## src/core/eisv_consts.svh

```systemverilog
`ifndef EISV_CONSTS_SVH
`define EISV_CONSTS_SVH

// register byte offsets on the bus
`define EISV_OFS_SENSE 8'h00
`define EISV_OFS_STATUS 8'h04
`define EISV_OFS_VECTOR 8'h08

// sense control reset value and field positions
`define EISV_SENSE_RST 8'h00
`define EISV_C_SEL_LSB 6
`define EISV_C_INV_BIT 5
`define EISV_B_SEL_LSB 3
`define EISV_A_SEL_LSB 1
`define EISV_A_INV_BIT 0

// vector map
`define EISV_NVEC 14
`define EISV_VEC_TOP 16'hFFFA
`define EISV_VEC_GRP_A 4'h2
`define EISV_VEC_GRP_B 4'h3
`define EISV_VEC_GRP_C 4'h4

// wake masks per vector, bit n is vector n
`define EISV_WAKE_HALT 14'h111C
`define EISV_WAKE_AHALT 14'h111E

`endif

```

## src/core/eisv_pkg.sv

```systemverilog
package eisv_pkg;

   typedef enum logic [1:0] {
      EISV_LVL2 = 2'b00,
      EISV_LVL1 = 2'b01,
      EISV_LVL0 = 2'b10,
      EISV_LVL3 = 2'b11
   } eisv_prio_t;

   typedef enum logic [1:0] {
      EISV_FALL_LOW = 2'b00,
      EISV_RISE = 2'b01,
      EISV_FALL = 2'b10,
      EISV_BOTH = 2'b11
   } eisv_sense_t;

endpackage

```

## src/core/eisv_pin_sense.sv

```systemverilog
module eisv_pin_sense #(
   parameter int NPIN = 3,
   parameter int NINV = 0
) (
   // clock and reset
   input wire logic clk_sys,
   input wire logic reset,
   // pins of the group
   input wire logic [NPIN-1:0] pin_level,
   input wire logic [NPIN-1:0] pin_irq_en,
   input wire logic [NPIN-1:0] pin_grounded,
   // configuration
   input wire eisv_pkg::eisv_sense_t sense_sel,
   input wire logic invert,
   input wire logic clear,
   // group request
   output logic group_req_q
);

   logic [NPIN-1:0] prev_q;
   logic [NPIN-1:0] pol;
   logic [NPIN-1:0] fall;
   logic [NPIN-1:0] rise;
   logic [NPIN-1:0] edge_hit;
   logic [NPIN-1:0] level_hit;
   logic latch_q;
   logic latch_d;
   logic masked;

   // edges come from the raw pins so a polarity change makes no false edge
   generate
      for (genvar i = 0; i < NPIN; i++) begin : g_pin
         assign pol[i] = invert & (i >= NPIN - NINV);
         assign fall[i] = pol[i] ? (~prev_q[i] & pin_level[i]) : (prev_q[i] & ~pin_level[i]);
         assign rise[i] = pol[i] ? (prev_q[i] & ~pin_level[i]) : (~prev_q[i] & pin_level[i]);
         assign edge_hit[i] = pin_irq_en[i] & ((sense_sel == eisv_pkg::EISV_RISE) ? rise[i] :
                              (sense_sel == eisv_pkg::EISV_BOTH) ? (rise[i] | fall[i]) : fall[i]);
         assign level_hit[i] = pin_irq_en[i] & (sense_sel == eisv_pkg::EISV_FALL_LOW) &
                               ~(pin_level[i] ^ pol[i]);
      end
   endgenerate

   assign masked = |(pin_irq_en & pin_grounded);
   // a new edge in the clearing cycle survives
   assign latch_d = (latch_q & ~clear) | (|edge_hit);

   always_ff @(posedge clk_sys) begin
      if (reset) begin
         prev_q <= {NPIN{1'b1}};
         latch_q <= 1'b0;
         group_req_q <= 1'b0;
      end else begin
         prev_q <= pin_level;
         latch_q <= latch_d;
         group_req_q <= ~masked & (latch_d | (|level_hit));
      end
   end

endmodule

```

## src/core/eisv_top.sv

```systemverilog
// Summary of operation
// - priority instructions reload current software priority
// - vector 0 highest, FFFAh, no stop wake
// - vector 1 shared time base, safe oscillator
// - vector 1 wakes timed sleep only
// - vectors 5 to 7 never wake
// - vectors 9 to 11 never wake
// - vector 12 shared, FFE2h, wakes
// - vector 13 lowest, FFE0h, no wake
// - changed sense write clears latched edge requests
// - grounded enabled pin masks its group
// - three independent sensitivity settings supported
// - sense writes only at level 3
// - sense register resets 00h, fixed layout
// - group C invertible pins encodings, inversion
// - other group C pins never invert
// - bit 5 inverts group C pins
// - group B four encodings, no inversion
// - group A upper pins invertible only
// - bit 0 inverts group A pins
// - rising plus high only groups A, C
// - edge request latched, cleared on entry
// - group pins ORed into one request
`include "eisv_consts.svh"

module eisv_top #(
   parameter int A_PINS = 6,
   parameter int B_PINS = 4,
   parameter int C_PINS = 6,
   parameter int A_INV = 3,
   parameter int C_INV = 3
) (
   // clock and reset
   input wire logic clk_sys,
   input wire logic reset,
   // ahb-lite slave
   input wire logic hsel,
   input wire logic [31:0] haddr,
   input wire logic [1:0] htrans,
   input wire logic hwrite,
   input wire logic [2:0] hsize,
   input wire logic [31:0] hwdata,
   input wire logic hready,
   output logic [31:0] hrdata,
   output logic hreadyout,
   output logic hresp,
   // external pins, per pin enable and ground detect
   input wire logic [A_PINS-1:0] ext_line_group_a,
   input wire logic [A_PINS-1:0] group_a_irq_en,
   input wire logic [A_PINS-1:0] group_a_grounded,
   input wire logic [B_PINS-1:0] ext_line_group_b,
   input wire logic [B_PINS-1:0] group_b_irq_en,
   input wire logic [B_PINS-1:0] group_b_grounded,
   input wire logic [C_PINS-1:0] ext_line_group_c,
   input wire logic [C_PINS-1:0] group_c_irq_en,
   input wire logic [C_PINS-1:0] group_c_grounded,
   // peripheral sources
   input wire logic motor_emergency_stop_req,
   input wire logic clock_time_base_req,
   input wire logic safe_osc_switch_req,
   input wire logic [2:0] motor_coprocessor_req,
   input wire logic spi_req,
   input wire logic timer_a_req,
   input wire logic timer_b_req,
   input wire logic serial_req,
   input wire logic aux_voltage_detect_req,
   input wire logic adc_eoc_req,
   input wire logic autoreload_pwm_timer_req,
   // cpu events
   input wire logic irq_enter,
   input wire logic [3:0] irq_enter_vec,
   input wire logic [1:0] irq_enter_prio,
   input wire logic irq_return_instr,
   input wire logic pop_flags_instr,
   input wire logic [1:0] popped_prio,
   input wire logic irq_enable_instr,
   input wire logic irq_disable_instr,
   input wire logic wait_for_irq_instr,
   input wire logic stop_instr,
   // to the cpu
   output logic irq_pending,
   output logic [3:0] irq_vec_num,
   output logic [15:0] irq_vec_addr,
   output logic wake_from_halt,
   output logic wake_from_active_halt,
   output logic [1:0] cpu_priority
);

   logic [7:0] sense_q;
   logic [31:0] rdata_q;
   logic hreadyout_q;
   logic wr_pend_q;
   logic [7:0] wr_ofs_q;
   eisv_pkg::eisv_prio_t cpu_prio_q;
   logic [2:0] grp_req_q;

   wire [7:0] rd_ofs = haddr[7:0];
   wire rd_sel = hsel & htrans[1] & ~hwrite & hready;
   wire wr_sel = hsel & htrans[1] & hwrite & hready & (hsize == 3'b010);
   wire wr_commit = wr_pend_q & (wr_ofs_q == `EISV_OFS_SENSE);
   wire prio_ok = cpu_prio_q == eisv_pkg::EISV_LVL3;
   wire sense_we = wr_commit & prio_ok;
   wire [7:0] sense_new = hwdata[7:0];
   wire cfg_change = sense_we & (sense_new != sense_q);

   wire [31:0] rd_mux = (rd_ofs == `EISV_OFS_SENSE) ? {24'h000000, sense_q} :
                        (rd_ofs == `EISV_OFS_STATUS) ? {26'h0000000, cpu_prio_q, 1'b0, grp_req_q} :
                        (rd_ofs == `EISV_OFS_VECTOR) ? {irq_pending, 11'h000, irq_vec_num, irq_vec_addr} :
                        32'h00000000;

   // field split of the sense register
   wire [1:0] c_sel = sense_q[`EISV_C_SEL_LSB+1:`EISV_C_SEL_LSB];
   wire c_inv = sense_q[`EISV_C_INV_BIT];
   wire [1:0] b_sel = sense_q[`EISV_B_SEL_LSB+1:`EISV_B_SEL_LSB];
   wire [1:0] a_sel = sense_q[`EISV_A_SEL_LSB+1:`EISV_A_SEL_LSB];
   wire a_inv = sense_q[`EISV_A_INV_BIT];

   // entering a group's routine drops its edge latch
   wire ack_a = irq_enter & (irq_enter_vec == `EISV_VEC_GRP_A);
   wire ack_b = irq_enter & (irq_enter_vec == `EISV_VEC_GRP_B);
   wire ack_c = irq_enter & (irq_enter_vec == `EISV_VEC_GRP_C);

   // priority instruction order: entry, return, pop, disable, enable/wait/stop
   wire [1:0] prio_d = irq_enter ? irq_enter_prio :
                       (irq_return_instr | pop_flags_instr) ? popped_prio :
                       irq_disable_instr ? eisv_pkg::EISV_LVL3 :
                       (irq_enable_instr | wait_for_irq_instr | stop_instr) ? eisv_pkg::EISV_LVL0 :
                       cpu_prio_q;

   wire [13:0] all_req = {autoreload_pwm_timer_req,
                          aux_voltage_detect_req | adc_eoc_req,
                          serial_req,
                          timer_b_req,
                          timer_a_req,
                          spi_req,
                          motor_coprocessor_req[2],
                          motor_coprocessor_req[1],
                          motor_coprocessor_req[0],
                          grp_req_q[2],
                          grp_req_q[1],
                          grp_req_q[0],
                          clock_time_base_req | safe_osc_switch_req,
                          motor_emergency_stop_req};

   assign hrdata = rdata_q;
   assign hreadyout = hreadyout_q;
   assign hresp = 1'b0 & hreadyout_q;
   assign cpu_priority = cpu_prio_q;

   always_ff @(posedge clk_sys) begin
      if (reset) begin
         rdata_q <= 32'h00000000;
         hreadyout_q <= 1'b1;
         wr_pend_q <= 1'b0;
         wr_ofs_q <= 8'h00;
      end else begin
         rdata_q <= rd_sel ? rd_mux : 32'h00000000;
         hreadyout_q <= 1'b1;
         wr_pend_q <= wr_sel;
         wr_ofs_q <= wr_sel ? haddr[7:0] : wr_ofs_q;
      end
   end

   // writes below level 3 are dropped silently, software sees no error
   always_ff @(posedge clk_sys) begin
      if (reset) begin
         sense_q <= `EISV_SENSE_RST;
         cpu_prio_q <= eisv_pkg::EISV_LVL3;
      end else begin
         sense_q <= sense_we ? sense_new : sense_q;
         cpu_prio_q <= eisv_pkg::eisv_prio_t'(prio_d);
      end
   end

   // groups A and C take an inverter, B does not
   eisv_pin_sense #(
      .NPIN(A_PINS),
      .NINV(A_INV)
   ) u_grp_a (
      .clk_sys(clk_sys),
      .reset(reset),
      .pin_level(ext_line_group_a),
      .pin_irq_en(group_a_irq_en),
      .pin_grounded(group_a_grounded),
      .sense_sel(eisv_pkg::eisv_sense_t'(a_sel)),
      .invert(a_inv),
      .clear(ack_a | cfg_change),
      .group_req_q(grp_req_q[0])
   );

   eisv_pin_sense #(
      .NPIN(B_PINS),
      .NINV(0)
   ) u_grp_b (
      .clk_sys(clk_sys),
      .reset(reset),
      .pin_level(ext_line_group_b),
      .pin_irq_en(group_b_irq_en),
      .pin_grounded(group_b_grounded),
      .sense_sel(eisv_pkg::eisv_sense_t'(b_sel)),
      .invert(1'b0),
      .clear(ack_b | cfg_change),
      .group_req_q(grp_req_q[1])
   );

   eisv_pin_sense #(
      .NPIN(C_PINS),
      .NINV(C_INV)
   ) u_grp_c (
      .clk_sys(clk_sys),
      .reset(reset),
      .pin_level(ext_line_group_c),
      .pin_irq_en(group_c_irq_en),
      .pin_grounded(group_c_grounded),
      .sense_sel(eisv_pkg::eisv_sense_t'(c_sel)),
      .invert(c_inv),
      .clear(ack_c | cfg_change),
      .group_req_q(grp_req_q[2])
   );

   eisv_vec_arb #(
      .NV(`EISV_NVEC)
   ) u_arb (
      .clk_sys(clk_sys),
      .reset(reset),
      .src_req(all_req),
      .vec_valid_q(irq_pending),
      .vec_num_q(irq_vec_num),
      .vec_addr_q(irq_vec_addr),
      .wake_halt_q(wake_from_halt),
      .wake_active_halt_q(wake_from_active_halt)
   );
endmodule

```

## src/core/eisv_vec_arb.sv

```systemverilog
`include "eisv_consts.svh"

module eisv_vec_arb #(
   parameter int NV = `EISV_NVEC
) (
   // clock and reset
   input wire logic clk_sys,
   input wire logic reset,
   // requests, bit n is vector n
   input wire logic [NV-1:0] src_req,
   // winner and wake
   output logic vec_valid_q,
   output logic [3:0] vec_num_q,
   output logic [15:0] vec_addr_q,
   output logic wake_halt_q,
   output logic wake_active_halt_q
);

   logic [3:0] win_num;
   logic [15:0] win_addr;

   // lowest vector number wins
   always_comb begin
      win_num = 4'h0;
      for (int k = NV - 1; k >= 0; k--) begin
         if (src_req[k]) begin
            win_num = 4'(k);
         end
      end
   end

   assign win_addr = `EISV_VEC_TOP - {11'h000, win_num, 1'b0};

   always_ff @(posedge clk_sys) begin
      if (reset) begin
         vec_valid_q <= 1'b0;
         vec_num_q <= 4'h0;
         vec_addr_q <= 16'h0000;
         wake_halt_q <= 1'b0;
         wake_active_halt_q <= 1'b0;
      end else begin
         vec_valid_q <= |src_req;
         vec_num_q <= win_num;
         vec_addr_q <= win_addr;
         wake_halt_q <= |(src_req & `EISV_WAKE_HALT);
         wake_active_halt_q <= |(src_req & `EISV_WAKE_AHALT);
      end
   end

endmodule

```

## config.mk

```make
export PLATFORM = sky130hd
export DESIGN_NAME = eisv_top
export DESIGN_NICKNAME = d
export VERILOG_FILES = /design/src/core/eisv_pkg.sv /design/src/core/eisv_pin_sense.sv /design/src/core/eisv_top.sv /design/src/core/eisv_vec_arb.sv
export VERILOG_INCLUDE_DIRS = /design/src /design/src/core
export SDC_FILE = /design/constraint.sdc
export NUM_CORES = 1
export LEC_CHECK = 0
export BUFFER_PORTS_ARGS = -buffer_cell sky130_fd_sc_hd__buf_2
export CORE_ASPECT_RATIO = 0.75
export CORE_MARGIN = 1.5
export CORE_UTILIZATION = 48
export DETAILED_ROUTE_END_ITERATION = 10
export HOLD_SLACK_MARGIN = 0.06
export PLACE_DENSITY = 0.95
export REMOVE_ABC_BUFFERS = 1
export SYNTH_ARGS = -nofsm -noshare
export SYNTH_HDL_FRONTEND = slang
export SYNTH_SLANG_ARGS = --single-unit
```

## constraint.sdc

```tcl
create_clock -name clk_sys -period 3.9 [get_ports clk_sys]
set_input_delay 0.39 -clock clk_sys [delete_from_list [all_inputs] [get_ports clk_sys]]
set_output_delay 0.39 -clock clk_sys [all_outputs]
set_load 0.05 [all_outputs]
```

==> flow_summary.rst, run 1 <==
.. list-table::
   :header-rows: 1

   * - Metric
     - Value
   * - Status
     - finished, final reports clean
   * - Cell area after synthesis
     - 3692 um2
   * - Power Total
     - 1.529 mW
   * - Global-route wire length before repair
     - 15,420 um
   * - Number of instances resized during post-cts repair
     - 0
   * - Port bufs
     - 145
   * - Number of nets with antenna violations after routing
     - 0
   * - Total half-perimeter wirelength after legalization and detailed placement
     - 7388 um
   * - Combined global-route utilization of all metal layers
     - 0.2343
   * - Clk buf depth
     - 2
   * - Sinks on the clock net
     - 67
   * - Predominant post-synthesis flop cell
     - dfxtp_1
   * - Share of synthesized cell area in and, or, nand and nor gates
     - 0.2060
   * - Clock edge transition at the registers on the reported setup and hold paths
     - 80 ps
   * - Total congestion overflow after global routing
     - 0
   * - Post-Route WL
     - 9495 um
   * - Seq cells post-synth
     - 67
   * - Latest clock arrival within the worst-skew pair
     - 350 ps
   * - Crit path max fanout
     - 9
   * - Cells after synthesis
     - 426
   * - Final-stage net count
     - 716
   * - Max-capacitance violation count
     - 0
   * - Data arrival time of the critical path
     - 2450 ps
   * - Number of primary I/O pins
     - 209
   * - Count of unresolved DRC violations after routing
     - 0
   * - Chain of cells forming the critical path
     - nor4b_1 -> nand3_1 -> a41o_1 -> a221oi_1 -> a31oi_1
   * - Static Leak
     - 2.290 nW
   * - Width of the die
     - 104.3 um
   * - Complex-gate fraction of the synthesized area
     - 0.1613
   * - Setup repair after global routing missed its margin
     - false
   * - Number of global-route vias before repair
     - 3,317
   * - Ratio of total power to cell area
     - 342.8 nW/um2
   * - Fraction of the cycle the final worst path needs
     - 0.5739
   * - Die H
     - 78.96 um
   * - Synthesis Warnings
     - 0
   * - H-tree levels
     - 3
   * - Detailed-router iteration count before antenna repair
     - 4
   * - Total count of hold-check failures in the final report
     - 0
   * - Fraction of registers with async set/reset
     - 0
   * - Min Tclk post-route
     - 2238 ps
   * - Effective utilization at floorplan
     - 0.4991
   * - End-of-flow core utilization
     - 0.6029
   * - Clock tree from TritonCTS
     - built
   * - Largest incremental delay on the critical path
     - 480 ps
   * - Smallest hold slack
     - 253.0 ps
   * - Type of the setup path with the least slack
     - reg2reg
   * - Post-placement worst setup slack
     - 1654 ps
   * - Area contributors post-synth
     - dfxtp_1 36%, ha_1 7.1%, buf_4 6.3%
   * - Final Skew
     - 5.907 ps
   * - Combinational family with the most area after synthesis
     - simple AND/OR/NAND/NOR gates
   * - Worst Slack Setup Final
     - 1662 ps
   * - Post-CTS Repair Setup Buffers
     - 0
   * - Number of core rows
     - 27
   * - Post-synthesis cell type with the largest combined area
     - dfxtp_1
   * - Hold WC Path Type
     - in2reg
   * - Post-synth top area share
     - 0.3633
   * - Slew headroom
     - 0.4378
   * - Initial detailed-routing violation count
     - 172
   * - Crit-path slowest cell
     - nand3_1
   * - CORE AREA
     - 7398 um2
   * - Routability Congestion
     - 0.8670
   * - Vias per inst
     - 5.332
   * - Fill cells
     - 662
   * - Sequential element share of the synthesized area
     - 0.3633
   * - Slew Limit Fails
     - 0
   * - Post-Syn Area per Cell
     - 8.667 um2
   * - Most common cell after layout, fill and taps aside
     - buf_2
   * - Total Die Area
     - 8233 um2
   * - Highest-count cells in the layout ignoring fill and taps
     - 145 x buf_2, 67 x dfxtp_1, 37 x nand2_1, 35 x nor2_1, 28 x inv_1
   * - Cts bufs inserted
     - 9
   * - Number of distinct library cell variants in the gate-level netlist after synthesis
     - 53
   * - Highest clock frequency the design can meet
     - 0.4468 GHz
   * - Antenna cells
     - 0
   * - Largest vdd supply drop
     - 0.1491 mV
   * - Setup violations, final
     - 0
   * - Mux share of post-synthesis cell area
     - 0.05422
   * - Post-Synth XOR/XNOR Area
     - 0.03084
   * - Crit path launch type
     - flip-flop
   * - CTS root buffer
     - clkbuf_8
   * - Antenna violations before repair
     - 0
   * - Count of flip-flops with a built-in enable after synthesis
     - 0
   * - Worst-Margin Slew
     - 843.2 ps
   * - Layout cells sized above 1
     - 0.3255
   * - Detailed-route via count
     - 3,471
   * - Endpoint kind of the worst setup timing path
     - flip-flop
   * - Average routed wire per standard cell
     - 14.59 um
   * - Adder-cell share of the synthesized area
     - 0.07116
   * - Layout area overhead
     - 20.81%
   * - Required time of the critical path
     - 4110 ps
   * - Hold buffers post-CTS
     - 0
   * - Largest net degree at the start of global routing
     - 45
cell type report:
| cell class | count | area [um2] | share of cell area |
|---|---|---|---|
| clock buffers | 9 | 123.9 | 0.02777 |
| well taps | 101 | 126.4 | 0.02833 |
| multi-input cells | 294 | 1986 | 0.4452 |
| inverters | 28 | 105.1 | 0.02356 |
| clock inverters | 7 | 52.55 | 0.01178 |
| repair buffers | 145 | 725.7 | 0.1627 |
| flip-flops and latches | 67 | 1341 | 0.3007 |
sequential cells by signal, indices dropped and copies added, names as in the netlist:
register                  flops
wr_ofs_q                      8
u_arb.wake_halt_q             1
u_grp_c.latch_q               1
u_grp_a.prev_q                6
u_arb.vec_valid_q             1
u_grp_b.latch_q               1
hrdata                       14
u_arb.vec_addr_q              5
cpu_priority                  2
sense_q                       8
u_grp_a.latch_q               1
u_grp_a.group_req_q           1
u_grp_b.prev_q                4
u_grp_b.group_req_q           1
u_grp_c.group_req_q           1
u_arb.wake_active_halt_q      1
u_arb.vec_num_q               4
u_grp_c.prev_q                6
wr_pend_q                     1
kinds of logic (layout without fill, tap and decap cells):
kind of cell             after synthesis  in the layout
AO/OA/AOI/OAI                         80             80
buffers and inverters                 77            189
XOR/XNOR                              13             13
multiplexers                          20             20
other                                  2             14
AND/OR/NAND/NOR                      146            146
adder cells (fa/ha/maj)               21             21
flip-flops                            67             67
per-stage QoR:
step | setup TNS [ps] | area [um2] | cells
after floorplan | -765.4 | 3432 | 389
after global placement | 0 | 4284 | 635
after detailed placement | 0 | 4284 | 635
after CTS | 0 | 4461 | 651
after global routing | 0 | 4461 | 651
final | 0 | 4461 | 651
critical path: cells and delay by family, from the launching register on:
kind,cells,cell delay [ps]
AOI/OAI and AO/OA,3,960
and+or+nand+nor,2,800
DFF,1,330
worst paths after layout:
check                                    start                        endpoint  cells after the start  slack [ps]
hold / removal             ext_line_group_c[4]    u_grp_c.prev_q[4]$_SDFF_PP1_                      2         250
hold reg to reg   u_arb.vec_valid_q$_SDFF_PP0_           hrdata[31]$_SDFF_PP0_                      1         460
setup reg to reg      wr_ofs_q[2]$_SDFFE_PP0P_  u_grp_a.group_req_q$_SDFF_PP0_                      5        1660
setup / recovery      wr_ofs_q[2]$_SDFFE_PP0P_  u_grp_a.group_req_q$_SDFF_PP0_                      5        1660
cell usage after synthesis, drive strengths merged (2+ instances only):
cell type	number
dfxtp	67
nand2	37
buf	36
nor2	35
inv	28
ha	21
mux2i	20
a21oi	14
clkbuf	13
nor2b	12
o211ai	10
or2	10
nor4	9
nand2b	8
xor2	8
a22oi	7
a31oi	7
and2	7
nor3	7
a222oi	6
nand3	6
nor3b	5
xnor2	5
a2111oi	4
a221oi	4
a22o	4
o22ai	4
nor4b	3
o21ai	3
o31ai	3
a211o	2
a211oi	2
a311o	2
conb	2
nand4	2
where the power goes:
part | internal, mW | switching [mW]
sequential | 0.707 | 0.0162
clock | 0.235 | 0.288
combinational | 0.101 | 0.182
metal layers:
layer  GRT usage  vias up  part of all wire
met5           0        -                 0
met4     0.06528        0             0.016
met3     0.06814       15             0.067
met2      0.4026      150              0.48
met1      0.2869     1610              0.43
li1            -     1696                 -
No activity file was read; power rests on OpenSTA's default activity.
==> run 2: changes to the inputs <==
- CORE_UTILIZATION: 48 -> 40
- PLACE_DENSITY: 0.95 -> 0.87
- clock period: 3.9 -> 2 ns (I/O delays scaled with it)
==> run 2 against run 1 <==
Compared with the run above: clock power grew to 3.1 times the previous value; sequential power grew 95%; first-iteration DRC count up 11%; via count decreased by 0.66%; non-clock buffer count up 9; wire length up 1.1%; hold slack got worse by 160 ps; worst setup slack got worse by 1500 ps; register-to-register slack got worse by 1500 ps; fmax up 24%; critical path type unchanged; largest cell class unchanged.
==> flow_summary.rst, run 2 (synthesized netlist as in run 1, its figures left out) <==
.. list-table::
   :header-rows: 1

   * - Metric
     - Value
   * - Required time of the critical path
     - 2180 ps (-1930 ps)
   * - Initial detailed-routing violation count
     - 191 (+11%)
   * - Fraction of the cycle the final worst path needs
     - 0.9053 (+0.3314)
   * - Crit path max fanout
     - 4 (-5)
   * - Hold buffers post-CTS
     - 0 (unchanged)
   * - Total count of hold-check failures in the final report
     - 0 (unchanged)
   * - Number of core rows
     - 30 (+11%)
   * - Post-Route WL
     - 9600 um (+1.1%)
   * - Width of the die
     - 113.9 um (+9.3%)
   * - Port bufs
     - 145 (unchanged)
   * - Kind of cell adding the most delay to the critical path
     - compound AO/OA/AOI/OAI gates
   * - Data arrival time of the critical path
     - 1990 ps (-460 ps)
   * - Number of non-filler instances in the completed layout
     - 671 (+3.1%)
   * - Count of unresolved DRC violations after routing
     - 0 (unchanged)
   * - Status
     - finished, final reports clean
   * - Hold WC Path Type
     - in2reg
   * - Total Die Area
     - 9822 um2 (+19%)
   * - Largest vdd supply drop
     - 0.3330 mV (+120%)
   * - Setup repair after global routing missed its margin
     - false
   * - Number of global-route vias before repair
     - 3,160 (-4.7%)
   * - Busiest layer in global routing
     - met2
   * - Clock edge transition at the registers on the reported setup and hold paths
     - 60 ps (-20 ps)
   * - Cts bufs inserted
     - 9 (unchanged)
   * - Endpoint kind of the worst setup timing path
     - flip-flop
   * - Sequential cell fraction of total power
     - 0.392 (-0.081)
   * - Max-capacitance violation count
     - 0 (unchanged)
   * - Post-route setup TNS
     - 0 ps (unchanged)
   * - Detailed-route via count
     - 3,448 (-0.66%)
   * - H-tree levels
     - 3 (unchanged)
   * - Met1 track demand over resource in global routing
     - 0.2484 (-0.03857)
   * - Met2 demand-to-capacity share in global routing
     - 0.3193 (-0.08335)
   * - Power share of the combinational group
     - 0.156 (-0.029)
   * - Fraction of power spent switching nets
     - 0.2858 (-0.03264)
   * - Combined global-route utilization of all metal layers
     - 0.1915 (-0.04278)
   * - Slew Limit Fails
     - 0 (unchanged)
   * - Sinks on the clock net
     - 67 (unchanged)
   * - Antenna violations before repair
     - 1 (+1)
   * - Effective utilization at floorplan
     - 0.4099 (-0.08921)
   * - Post-placement worst setup slack
     - 80.08 ps (-1574 ps)
   * - Setup violations, final
     - 0 (unchanged)
   * - Antenna cells
     - 0 (unchanged)
   * - Ratio of total power to cell area
     - 767.3 nW/um2 (+120%)
   * - Global-route wire length before repair
     - 14,900 um (-3.4%)
   * - Average routed wire per standard cell
     - 14.31 um (-1.9%)
   * - Highest-count cells in the layout ignoring fill and taps
     - 145 x buf_2, 67 x dfxtp_1, 37 x nand2_1, 35 x nor2_1, 28 x inv_1
   * - Final-stage net count
     - 725 (+1.3%)
   * - Total placed instance area
     - 4365 um2 (+1.9%)
   * - Internal power
     - 2.567 mW (+150%)
   * - Net switching power
     - 1.027 mW (+110%)
   * - Detailed-router iteration count before antenna repair
     - 4 (unchanged)
   * - Number of buffers and inverters on the critical path
     - 0 (unchanged)
   * - Die H
     - 86.21 um (+9.2%)
   * - Dpl cells
     - 655 (+3.1%)
   * - Slew headroom
     - 0.6563 (+0.2185)
   * - Largest incremental delay on the critical path
     - 410 ps (-70 ps)
   * - Total half-perimeter wirelength after legalization and detailed placement
     - 7372 um (-0.20%)
   * - Layout cells sized above 1
     - 0.3399 (+0.01444)
   * - Clock tree from TritonCTS
     - built
   * - Layout area overhead
     - 26.87%
   * - Type of the setup path with the least slack
     - reg2reg
   * - Clk buf depth
     - 2 (unchanged)
   * - Routability Congestion
     - 0.8743 (+0.84%)
   * - Crit-path slowest cell
     - dfxtp_1
   * - Static Leak
     - 2.399 nW (+4.8%)
   * - Final Skew
     - 3.683 ps (-2.224 ps)
   * - Min Tclk post-route
     - 1811 ps (-427.6 ps)
   * - Post-CTS Repair Setup Buffers
     - 0 (unchanged)
   * - Worst Slack Setup Final
     - 189.5 ps (-1472 ps)
   * - Vias per inst
     - 5.139 (-3.6%)
   * - Highest clock frequency the design can meet
     - 0.5523 GHz (+24%)
   * - Number of primary I/O pins
     - 209 (unchanged)
   * - GRT met3 Usage
     - 0.04755 (-0.02059)
   * - CTS root buffer
     - clkbuf_16
   * - Latest clock arrival within the worst-skew pair
     - 320 ps (-30 ps)
   * - Final Cell Area
     - 4684 um2 (+5.0%)
   * - Worst-Margin Slew
     - 515.5 ps (-327.7 ps)
   * - Crit path launch type
     - flip-flop
   * - Number of nets with antenna violations after routing
     - 0 (unchanged)
   * - Clock network fraction of design power
     - 0.452 (+0.110)
   * - Chain of cells forming the critical path
     - nor4b_2 -> nand3_1 -> a41o_1 -> a221oi_1 -> a21oi_1
   * - Flip-flop count of the largest register after layout
     - 14 (unchanged)
   * - Total congestion overflow after global routing
     - 0 (unchanged)
   * - Largest net degree at the start of global routing
     - 44 (-2.2%)
   * - Most common cell after layout, fill and taps aside
     - buf_2
   * - CORE AREA
     - 9009 um2 (+22%)
-- run 2: power by group through the flow --
stage	combinational, mW	sequential (mW)	clock (mW)
2_1_floorplan	0.236	1.53	0
3_3_place_gp	0.537	1.44	0
3_5_place_dp	0.553	1.44	0
4_1_cts	0.556	1.41	1.66
5_1_grt	0.611	1.42	1.73
6_report	0.560	1.41	1.62
-- run 2: per-layer routing --
layer / share of wire / up-vias
li1: - / 1705
met1: 0.47 / 1600
met2: 0.46 / 135
met3: 0.064 / 8
met4: 0.0095 / 0
met5: 0 / -
-- run 2: per-stage QoR --
stage / utilization / power (mW) / hold WS, ps
CTS: 0.5186 / 3.626 / 76.99
floorplan: - / 1.762 / 256.5
global route: 0.5200 / 3.758 / 87.20
global placement: 0.4846 / 1.973 / 414.6
finish: 0.5200 / 3.594 / 88.98
detailed placement: 0.4846 / 1.992 / 421.0
-- run 2: area by class of cell --
| cell class | count | area [um2] |
|---|---|---|
| Fill cell | 831 | 4324 |
| Inverter | 28 | 105.1 |
| Tap cell | 112 | 140.1 |
| Clock buffer | 9 | 225.2 |
| Clock inverter | 7 | 81.33 |
| Multi-Input combinational cell | 294 | 1998 |
| Sequential cell | 67 | 1341 |
| Timing Repair Buffer | 154 | 793.3 |
-- run 2: path summary, 6_finish.rpt --
kind / startpoint / endpoint / slack, ps / cells after the start
worst max-delay path: cpu_priority[0]$_SDFFE_PP1P_ / u_grp_a.latch_q$_SDFF_PP0_ / 190 / 5
worst min-delay path: ext_line_group_a[4] / u_grp_a.prev_q[4]$_SDFF_PP1_ / 90 / 2
worst max register to register: cpu_priority[0]$_SDFFE_PP1P_ / u_grp_a.latch_q$_SDFF_PP0_ / 190 / 5
worst min register to register: u_arb.vec_num_q[2]$_SDFF_PP0_ / hrdata[18]$_SDFF_PP0_ / 460 / 1
-- run 2: what timing repair did --
action | in CTS | in global routing
resized for setup | 0 | 2
hold endpoints to repair | 0 | 0
setup endpoints to repair | 0 | 1
